==> src/rtl/instr_decode_pkg.sv <==
// package for the instruction word decoder: word layout, classes, control struct
// assumes a single 50 MHz clock and synchronous active-low reset
package instr_decode_pkg;
    localparam int WORD_W = 14;
    localparam int FILE_W = 7;
    localparam int LIT8_W = 8;
    localparam int LIT11_W = 11;
    localparam int BIT_W = 3;
    localparam int DEST_POS = 7;
    localparam int BIT_LSB = 7;
    localparam int CLASS_LSB = 12;
    localparam int SUB_LSB = 8;
    localparam int PHASES = 4;
    localparam logic [1:0] PHASE_LAST = 2'h3;
    localparam logic [1:0] CLASS_BYTE = 2'h0;
    localparam logic [1:0] CLASS_BIT = 2'h1;
    localparam logic [1:0] CLASS_JUMP = 2'h2;
    localparam logic [1:0] CLASS_LIT = 2'h3;
    localparam logic [6:0] FILE_MAX = 7'h7f;
    localparam logic [6:0] ADDR_PC_LOW = 7'h02;
    localparam logic [6:0] ADDR_STATUS = 7'h03;
    localparam int STATUS_C = 0;
    localparam int STATUS_HC = 1;
    localparam int STATUS_Z = 2;
    localparam logic [3:0] SUB_BCF = 4'h0;
    localparam logic [3:0] SUB_BSF = 4'h4;
    localparam logic [3:0] SUB_BTFSC = 4'h8;
    localparam logic [3:0] SUB_BTFSS = 4'hc;
    localparam logic [13:0] WORD_NOP = 14'h0000;
    localparam logic [13:0] WORD_RETURN = 14'h0008;
    localparam logic [13:0] WORD_RETFIE = 14'h0009;
    localparam logic [3:0] SUB_DECFSZ = 4'hb;
    localparam logic [3:0] SUB_INCFSZ = 4'hf;
    localparam logic [3:0] SUB_RETLW = 4'h4;

    typedef enum logic [2:0] {
        ST_FETCH = 3'b001,
        ST_EXEC = 3'b010,
        ST_FLUSH = 3'b100
    } cyc_state_t;

    typedef struct packed {
        logic [1:0] op_class;
        logic [3:0] sub_op;
        logic [6:0] file_addr;
        logic dest_file;
        logic [2:0] bit_num;
        logic [7:0] bit_mask;
        logic [7:0] lit8;
        logic [10:0] lit11;
    } decoded_t;

    typedef struct packed {
        logic write_w;
        logic write_file;
        logic [6:0] addr;
        logic [7:0] data;
        logic load_pc;
        logic [12:0] pc_value;
    } result_t;
endpackage : instr_decode_pkg

==> src/rtl/instruction_word_decoder.sv <==
// instruction word decoder and cycle timer for a small 8-bit core
// assumes program memory presents instr_word stable for the whole cycle and
// that the alu/register file return operands and results combinationally
//
// What this block does
// RQ1: each instruction is one 14-bit word of opcode plus operand fields.
// RQ2: byte operations write the working register when d is 0 and the file when d is 1.
// RQ3: the file operand is a register address from 0x00 to 0x7f.
// RQ4: bit operations pick one of eight bits with b and the register with f.
// RQ5: literal and control operations take an eight- or eleven-bit constant.
// RQ6: don't-care positions decode the same whether 0 or 1; the supplier fills them with 0.
// RQ7: each instruction takes one cycle, two with a no-operation second when a skip or jump happens.
// RQ8: one instruction cycle is exactly four oscillator periods.
// RQ9: a write to the pc low byte loads pc high from the holding latch and the result into pc low.
// RQ10: a status write has its zero, carry and digit-carry bits replaced by the instruction's flags; only byte operations do this, bit set/clear do not.
// RQ11: bit set and clear read the whole register, change one bit and write all eight back.
// RQ12: the prefetched word is thrown away in the no-operation cycle, with no side effects.
`timescale 1ns/10ps
module instruction_word_decoder #(
    parameter int PC_W = 13
) (
    // clock and reset
    input wire logic clk,
    input wire logic rst_n,
    // program memory side
    input wire logic [13:0] instr_word,
    output logic [12:0] fetch_addr,
    // operand and alu side
    input wire logic [7:0] file_rdata,
    input wire logic [7:0] alu_result,
    input wire logic [2:0] alu_flags,
    input wire logic alu_zero,
    input wire logic [4:0] pc_high_holding_latch,
    input wire logic [12:0] stack_top,
    // decoded controls and results
    output instr_decode_pkg::decoded_t decoded,
    output instr_decode_pkg::result_t result,
    output logic cycle_end,
    output logic [1:0] phase
);
    initial begin
        if (PC_W != 13) $error("pc width must be 13");
    end

    logic [1:0] phase_reg;
    instr_decode_pkg::cyc_state_t state_reg;
    logic [12:0] pc_reg;
    logic flush_reg;
    instr_decode_pkg::decoded_t dec;
    logic bit_val, skip, jump, byte_op, wr_pc, wr_status, bit_rmw;
    logic [7:0] wdata;
    logic [12:0] pc_target;

    // field extraction: class, sub-op and operand positions; don't-care bits land in the fields like any other bit
    always_comb begin
        dec.op_class = instr_word[13:instr_decode_pkg::CLASS_LSB]; // [RQ1]
        dec.sub_op = instr_word[11:instr_decode_pkg::SUB_LSB];
        dec.file_addr = instr_word[instr_decode_pkg::FILE_W-1:0]; // [RQ3]
        dec.dest_file = instr_word[instr_decode_pkg::DEST_POS]; // [RQ2]
        dec.bit_num = instr_word[instr_decode_pkg::BIT_LSB +: instr_decode_pkg::BIT_W]; // [RQ4]
        dec.bit_mask = 8'h01 << dec.bit_num; // [RQ4]
        dec.lit8 = instr_word[instr_decode_pkg::LIT8_W-1:0]; // [RQ5]
        dec.lit11 = instr_word[instr_decode_pkg::LIT11_W-1:0]; // [RQ5]
    end

    // skip and jump detection; literal sub-op bits 9:8 and 8 are don't-care [RQ6]
    always_comb begin
        bit_val = |(file_rdata & dec.bit_mask);
        byte_op = (dec.op_class == instr_decode_pkg::CLASS_BYTE);
        skip = 1'b0;
        jump = 1'b0;
        if (dec.op_class == instr_decode_pkg::CLASS_BIT) begin
            if (dec.sub_op[3:2] == instr_decode_pkg::SUB_BTFSC[3:2]) begin
                skip = !bit_val;
            end else if (dec.sub_op[3:2] == instr_decode_pkg::SUB_BTFSS[3:2]) begin
                skip = bit_val;
            end
        end else if (byte_op) begin
            if (dec.sub_op == instr_decode_pkg::SUB_DECFSZ
                    || dec.sub_op == instr_decode_pkg::SUB_INCFSZ) begin
                skip = alu_zero;
            end
            if (instr_word == instr_decode_pkg::WORD_RETURN
                    || instr_word == instr_decode_pkg::WORD_RETFIE) begin
                jump = 1'b1;
            end
        end else if (dec.op_class == instr_decode_pkg::CLASS_JUMP) begin
            jump = 1'b1;
        end else if (dec.sub_op[3:2] == instr_decode_pkg::SUB_RETLW[3:2]) begin
            jump = 1'b1;
        end
    end

    // write-back value: bit rmw, status flag override
    always_comb begin
        bit_rmw = (dec.op_class == instr_decode_pkg::CLASS_BIT) && !dec.sub_op[3];
        wdata = alu_result;
        if (bit_rmw) begin
            if (dec.sub_op[2]) begin
                wdata = file_rdata | dec.bit_mask; // [RQ11]
            end else begin
                wdata = file_rdata & ~dec.bit_mask; // [RQ11]
            end
        end
        wr_status = (byte_op && dec.dest_file || bit_rmw)
            && dec.file_addr == instr_decode_pkg::ADDR_STATUS;
        if (wr_status && byte_op) begin
            wdata[instr_decode_pkg::STATUS_C] = alu_flags[instr_decode_pkg::STATUS_C]; // [RQ10]
            wdata[instr_decode_pkg::STATUS_HC] = alu_flags[instr_decode_pkg::STATUS_HC]; // [RQ10]
            wdata[instr_decode_pkg::STATUS_Z] = alu_flags[instr_decode_pkg::STATUS_Z]; // [RQ10]
        end
        wr_pc = (byte_op && dec.dest_file || bit_rmw)
            && dec.file_addr == instr_decode_pkg::ADDR_PC_LOW;
    end

    // new pc for a jump, a return or a pc low write; reported with load_pc
    always_comb begin
        pc_target = stack_top;
        if (dec.op_class == instr_decode_pkg::CLASS_JUMP) begin
            pc_target = {pc_high_holding_latch[4:3], dec.lit11};
        end else if (wr_pc) begin
            pc_target = {pc_high_holding_latch, wdata}; // [RQ9]
        end
    end

    // four oscillator periods per instruction cycle
    always_ff @(posedge clk) begin
        if (!rst_n) begin
            phase_reg <= 2'h0;
        end else begin
            phase_reg <= phase_reg + 2'h1; // [RQ8]
        end
    end

    // cycle state: exec normally, flush after a taken skip or pc change
    always_ff @(posedge clk) begin
        if (!rst_n) begin
            state_reg <= instr_decode_pkg::ST_FETCH;
            flush_reg <= 1'b0;
            pc_reg <= 13'h0000;
        end else if (phase_reg == instr_decode_pkg::PHASE_LAST) begin
            state_reg <= instr_decode_pkg::ST_EXEC;
            flush_reg <= 1'b0;
            pc_reg <= pc_reg + 13'h0001;
            if (!flush_reg) begin
                if (jump || wr_pc) begin
                    state_reg <= instr_decode_pkg::ST_FLUSH; // [RQ7]
                    flush_reg <= 1'b1;
                    pc_reg <= pc_target; // [RQ9]
                end else if (skip) begin
                    state_reg <= instr_decode_pkg::ST_FLUSH; // [RQ7]
                    flush_reg <= 1'b1;
                end
            end
        end
    end

    // registered outputs; a flushed word produces no writes [RQ12]
    always_ff @(posedge clk) begin
        if (!rst_n) begin
            result <= '0;
            decoded <= '0;
            cycle_end <= 1'b0;
            phase <= 2'h0;
            fetch_addr <= 13'h0000;
        end else begin
            decoded <= dec;
            phase <= phase_reg;
            fetch_addr <= pc_reg;
            cycle_end <= (phase_reg == instr_decode_pkg::PHASE_LAST);
            result.addr <= dec.file_addr;
            result.data <= wdata;
            result.pc_value <= pc_reg;
            result.write_w <= 1'b0;
            result.write_file <= 1'b0;
            result.load_pc <= 1'b0;
            if (phase_reg == instr_decode_pkg::PHASE_LAST && !flush_reg) begin
                // control words with an all-zero sub-op (no-op, return) leave w alone
                result.write_w <= (byte_op && !dec.dest_file && (|dec.sub_op))
                    || dec.op_class == instr_decode_pkg::CLASS_LIT; // [RQ2]
                result.write_file <= (byte_op && dec.dest_file) || bit_rmw; // [RQ2]
                result.load_pc <= jump || wr_pc; // [RQ9]
                if (jump || wr_pc) begin
                    result.pc_value <= pc_target; // [RQ9]
                end
            end
        end
    end
endmodule : instruction_word_decoder

==> config.mk <==
export PLATFORM = sky130hd
export DESIGN_NAME = instruction_word_decoder
export DESIGN_NICKNAME = d
export VERILOG_FILES = /design/src/rtl/instr_decode_pkg.sv /design/src/rtl/instruction_word_decoder.sv
export SDC_FILE = /design/constraint.sdc
export NUM_CORES = 1
export LEC_CHECK = 0
export ABC_AREA = 1
export BUFFER_PORTS_ARGS = -buffer_cell sky130_fd_sc_hd__buf_4
export CELL_PAD_IN_SITES_DETAIL_PLACEMENT = 1
export CELL_PAD_IN_SITES_GLOBAL_PLACEMENT = 1
export CORE_ASPECT_RATIO = 1.5
export CORE_UTILIZATION = 30
export DETAILED_ROUTE_END_ITERATION = 12
export PLACE_DENSITY_LB_ADDON = 0.3
export SYNTH_ARGS = -nofsm -noshare
export SYNTH_HDL_FRONTEND = slang
export SYNTH_SLANG_ARGS = --single-unit
==> constraint.sdc <==
create_clock -name clk -period 2 [get_ports clk]
set_input_delay 0.4 -clock clk [delete_from_list [all_inputs] [get_ports clk]]
set_output_delay 0.4 -clock clk [all_outputs]
set_load 0.005 [all_outputs]
Yosys cells after proc, flatten, opt, wreduce, memory -nomap -nowiden --
Cells that the tools add are included.
Operators by class: shifts and indexed selects 1, equal/unequal tests 13, bitwise operators 4, mux-type cells 22, $add $sub $neg 2, reduce and logical (&&, ||, !) cells 21
Operators with widths (number):
- 2-to-1 mux 13 bit | 6
- == test 14 x 4 -> 1 bit (second input constant) | 2
- AND 8 bit | 2
- 2-to-1 mux 8 bit | 2
- == test 7 x 2 -> 1 bit (second input constant) | 2
- adder 13 x 1 -> 13 bit (second input constant) | 1
- 2-to-1 mux 1 bit | 13
- == test 2 bit (second input constant) | 5
- == test 4 bit (second input constant) | 2
- logical AND 1 bit | 8
- NOT 8 bit | 1
- OR 8 bit | 1
- OR reduction 8 bit | 1
- left shift 1 x 3 -> 8 bit (first input constant) | 1
- logical OR 1 bit | 5
- == test 2 x 1 -> 1 bit (second input constant) | 2
- logical NOT 1 bit | 4
- OR reduction 4 bit | 1
- 2-to-1 mux 3 bit | 1
- adder 2 x 1 -> 2 bit (second input constant) | 1
- logical NOT 2 bit | 1
- AND reduction 2 bit | 1
Storage, ports and cells: word-level logic and storage cells 82, output and inout bits 91, bits in registers 100, input bits 54

Longest topological paths before layout --
word-level depth 10, gate-level depth with buffers 13, depth with buffers taken out 12

Worst setup path before layout --
No wires, ideal clock.
path kind in2reg, start input instr_word[12], end register result[2] in the netlist's numbering, setup slack 0.321 ns, stages 13, setup time 0.064 ns, arrival time 1.614 ns, cell sequence buf_6 -> nor2_4 -> nand2_2 -> nand2_4 -> nand3_1 -> nand3_2 -> o21ai_4 -> nor2_8 -> nand2_4 -> buf_6 -> nand2_1 -> inv_1 -> nor2_1
On the way: cells in the longest elaborated chain, start to end 10, elaborated cells between the ends (all ways) 23, those cells by class eq/ne: 4; mux: 10; reduce/logical: 9
RTL lines:
- start, declared | line instruction_word_decoder.sv:26 | input wire logic [13:0] instr_word,
- == test 2 x 1 -> 1 bit or logical NOT 2 bit (tied branches) | line instruction_word_decoder.sv:72, instruction_word_decoder.sv:96, instruction_word_decoder.sv:69
- logical AND 1 bit (on tied branches) | line instruction_word_decoder.sv:96, instruction_word_decoder.sv:105, instruction_word_decoder.sv:112
- logical OR 1 bit | line instruction_word_decoder.sv:105, instruction_word_decoder.sv:112
- logical AND 1 bit | line instruction_word_decoder.sv:106 | && dec.file_addr == instr_decode_pkg::ADDR_STATUS;
- logical AND 1 bit | line instruction_word_decoder.sv:107 | if (wr_status && byte_op) begin
- 2-to-1 mux 3 bit | line instruction_word_decoder.sv:107
- 2-to-1 mux 13 bit | line instruction_word_decoder.sv:121 | end else if (wr_pc) begin
- 2-to-1 mux 13 bit | line instruction_word_decoder.sv:119 | if (dec.op_class == instr_decode_pkg::CLASS_JUMP) begin
- 2-to-1 mux 13 bit (*) | line instruction_word_decoder.sv:183 | if (jump || wr_pc) begin
- 2-to-1 mux 13 bit (*) | line instruction_word_decoder.sv:177 | if (phase_reg == instr_decode_pkg::PHASE_LAST && !flush_reg) begin
- end, declared | line instruction_word_decoder.sv:37 | output instr_decode_pkg::result_t result,
Every way passes the cells marked *; elsewhere a longest branch is shown, timed or not. A chain may end at the register's enable or synchronous reset.

Final worst setup path --
start input instr_word[11], end register result[4] in the netlist's numbering
On the way: cells in the longest elaborated chain, start to end 8, elaborated cells between the ends (all ways) 19, those cells by class eq/ne: 3; mux: 10; reduce/logical: 6
RTL lines:
- == test 14 x 4 -> 1 bit (tied with other cells) | line instruction_word_decoder.sv:83 | if (instr_word == instr_decode_pkg::WORD_RETURN
- logical OR 1 bit (tied with other cells) | line instruction_word_decoder.sv:84 | || instr_word == instr_decode_pkg::WORD_RETFIE) begin
- 2-to-1 mux 1 bit (tied with other cells) | line instruction_word_decoder.sv:83
- 2-to-1 mux 1 bit or logical AND 1 bit (tied branches) | line instruction_word_decoder.sv:78, instruction_word_decoder.sv:113
- 2-to-1 mux 1 bit or 2-to-1 mux 13 bit (tied branches) | line instruction_word_decoder.sv:72, instruction_word_decoder.sv:121
- logical OR 1 bit or 2-to-1 mux 13 bit (tied branches) | line instruction_word_decoder.sv:183, instruction_word_decoder.sv:119
- 2-to-1 mux 13 bit (*) | line instruction_word_decoder.sv:183
- 2-to-1 mux 13 bit (*) | line instruction_word_decoder.sv:177
Marked as above.

==> impl_metrics.env <==
export IMPL_clkTransAtPathRegs_ns=0.06
export IMPL_fin_cells=821
export IMPL_slew_headroom=0.614
export IMPL_largest_reg_flops=24
export IMPL_area_delta_synth_final_pct=36.9
export IMPL_grt_start_max_net_pins=18
export IMPL_timing_hold_ws_ns=0.241
export IMPL_crit_required_ns=2.24
export IMPL_nFillCells=1541
export IMPL_irDropWorstVdd_mv=0.502
export IMPL_cts_buffers=9
export IMPL_ys_seq_area_frac=0.413
export IMPL_overflow=0
export IMPL_cp_data_arrival_time_ns=2.10
export IMPL_synth_nets=595
export IMPL_port_buffers=144
export IMPL_dr_pass1_iters=4
export IMPL_layout_cell_area_non_filler_um2=5170
export IMPL_crit_type="input port to flop"
export IMPL_cp_startpoint="instr_word[11]"
export IMPL_rows=49
export IMPL_die_height_um=139
export IMPL_fmax_mhz=537
export IMPL_drc=0
export IMPL_htreeDepth=3
export IMPL_reg_largest_list="result x24, decoded x22"
export IMPL_synth_top_area_cell="dfxtp_1"
export IMPL_yosysMostFrequentCell="nand2_1"
export IMPL_rsz0062_at_grt="false"
export IMPL_worstHoldPathType="input port to flop"
export IMPL_hold_violations=0
export IMPL_ys_warn_count=0
export IMPL_netlist_area_um2=3780
export IMPL_grt_pass1_wl_mm=20.3
export IMPL_die_w_um=93.6
export IMPL_synthArstFlopShare=0
export IMPL_cp_end_kind="flop"
export IMPL_worstPathMaxFanout=13
export IMPL_grt_total_usage=0.205
export IMPL_ys_ff_latch=78
export IMPL_antenna_cells=0
export IMPL_grt_use_met1=0.217
export IMPL_clk_latency_ns=0.35
export IMPL_finalPower_uw=3950
export IMPL_synth_edf_count=0
export IMPL_netlist_top_cells_count="nand2_1, dfxtp_1, inv_1"
export IMPL_fin_crit_ns=1.86
export IMPL_p_per_area_nw_per_um2=764
export IMPL_use_met3=0.0492
export IMPL_multi_input_area_um2=1630
export IMPL_fin_setup_tns_ns=0
export IMPL_finalCritPeriodShare=0.931
export IMPL_io_pin_count=145
export IMPL_p_clk_frac=0.451
export IMPL_swShare=0.245
export IMPL_cts_sinks=78
export IMPL_cap_violations=0
export IMPL_wl_per_cell_um=15.3
export IMPL_yosys_top_cells_area="dfxtp_1, nand2_1, nand3_1, inv_1, buf_4"
export IMPL_nNetsFinal=719
export IMPL_synth_cell_types=33
export IMPL_maxSlewViolCount=0
export IMPL_initialDrtViolationCount=84
export IMPL_p_int_uw=2980
export IMPL_seq_area_um2=1560
export IMPL_drive_gt1_frac=0.287
export IMPL_vias_per_cell=4.61
export IMPL_post_dp_cell_area_um2=4850
export IMPL_gp_congestion=0.883
export IMPL_setup_viol=0
export IMPL_antenna_found_initial=0
export IMPL_switchingPower_uw=967
export IMPL_ys_flop_type="dfxtp_1"
export IMPL_grt_pass1_vias=3972
export IMPL_start_kind="input port"
export IMPL_clk_path_buf_depth=2
export IMPL_dp_cells=805
export IMPL_largest_register="result"
export IMPL_synthCells=539
export IMPL_status="complete, no violations"
export IMPL_drt_total_wl_mm=12.6
export IMPL_cts_tree="yes"
export IMPL_die_area_um2=13100
export IMPL_power_share_sequential=0.415
export IMPL_hpwl_mm=10.0
export IMPL_synth_top_area_frac=0.413
export IMPL_holdCritStartpoint="instr_word[6]"
export IMPL_met2_usage=0.372
export IMPL_p_leak_uw=0.00283
export IMPL_grt_busiest_layer="met2"
export IMPL_vias=3783
export IMPL_clock_skew_ns=0.00833
export IMPL_ant_nets=0
export IMPL_worst_pin_slew_ns=0.579
export IMPL_initial_core_util=0.311
export IMPL_reg2reg_from="pc_reg[0]"
export IMPL_post_cts_setup_buffers=0
export IMPL_coreArea_um2=12100
export IMPL_holdBufCountCts=0
export IMPL_root_buffer="clkbuf_16"
export IMPL_syn_avg_cell_area_um2=7.01
export IMPL_combinationalPowerShare=0.134
[final cells by class]
cell class / instances / share of cell area
clock buffers: 11 / 0.0469
flip-flops and latches: 78 / 0.302
repair buffers: 158 / 0.229
well taps: 153 / 0.0370
clock inverters: 5 / 0.0157
inverters: 74 / 0.0542
multi-input cells: 342 / 0.315
[stage by stage]
| step | setup slack [ns] | util |
|---|---|---|
| floorplan | 0.321 | - |
| global placement | -0.147 | 0.399 |
| detailed placement | -0.189 | 0.399 |
| CTS | 0.0856 | 0.426 |
| global route | 0.0113 | 0.426 |
| finish | 0.139 | 0.426 |
[logic make-up (layout without fill, tap and decap cells)]
kind of cell,count (synthesis),count (layout),share of synthesized area
adders and majority gates,2,2,0.00662
and+or+nand+nor,299,299,0.354
AOI/OAI and AO/OA,33,33,0.0513
DFF,78,78,0.413
buffers and inverters,119,248,0.156
xor gates and xnor gates,8,8,0.0185
[timing repair]
item	in CTS	in global routing
endpoints found under the hold margin	0	0
gates resized for setup	0	1
setup endpoints to repair	0	1
[critical path, stage by stage]
cell and delay (ns):
buf_4 0.12, inv_1 0.13, nand3_4 0.12, inv_1 0.30
nand3_1 0.14, o21ai_1 0.17, nand2_1 0.15, o211ai_1 0.18
nand3_1 0.17, and2_1 0.20
[final timing paths]
path	depth (start not counted)	endpoint	slack [ns]
min	3	decoded[17]	0.24
max	10	result[4]	0.14
max reg2reg	10	pc_reg[12]	0.17
min reg2reg	2	phase[1]	0.44
[metal layers]
layer / routed length, µm / part of all wire / up-vias
li1: - / - / 1884
met1: 4770 / 0.38 / 1761
met2: 6740 / 0.54 / 115
met3: 641 / 0.051 / 23
met4: 438 / 0.035 / 0
met5: 0 / 0 / -
[layout by cell type, fill, tap and decap left out, types with 2 or more instances in the layout]
cell / netlist / routed
nor2_1: 49 / 48
nand2_1: 161 / 161
nand3_1: 58 / 58
inv_1: 71 / 71
buf_4: 30 / 158
and2_1: 5 / 5
clkbuf_16: 0 / 9
o21ai_0: 10 / 10
nand2_4: 3 / 3
nor3b_1: 2 / 2
or2_2: 2 / 2
nor2_2: 2 / 3
bufinv_16: 0 / 2
nor3_1: 2 / 2
ha_1: 2 / 2
dfxtp_1: 78 / 78
o211ai_1: 5 / 5
a21oi_1: 10 / 10
inv_2: 2 / 2
nor2_4: 2 / 2
xor2_1: 6 / 6
xnor2_1: 2 / 2
o22ai_1: 2 / 2
nand3_4: 2 / 2
o21ai_1: 4 / 4
nand4_1: 8 / 8
[power groups by stage]
| stage | combinational, µW | sequential (µW) | clock (µW) |
|---|---|---|---|
| finish | 528 | 1640 | 1780 |
| global route | 583 | 1650 | 1900 |
| CTS | 533 | 1640 | 1820 |
| detailed placement | 529 | 1680 | 0 |
| global placement | 520 | 1670 | 0 |
| floorplan | 276 | 1670 | 0 |
Power figures use the tool's default switching activity.
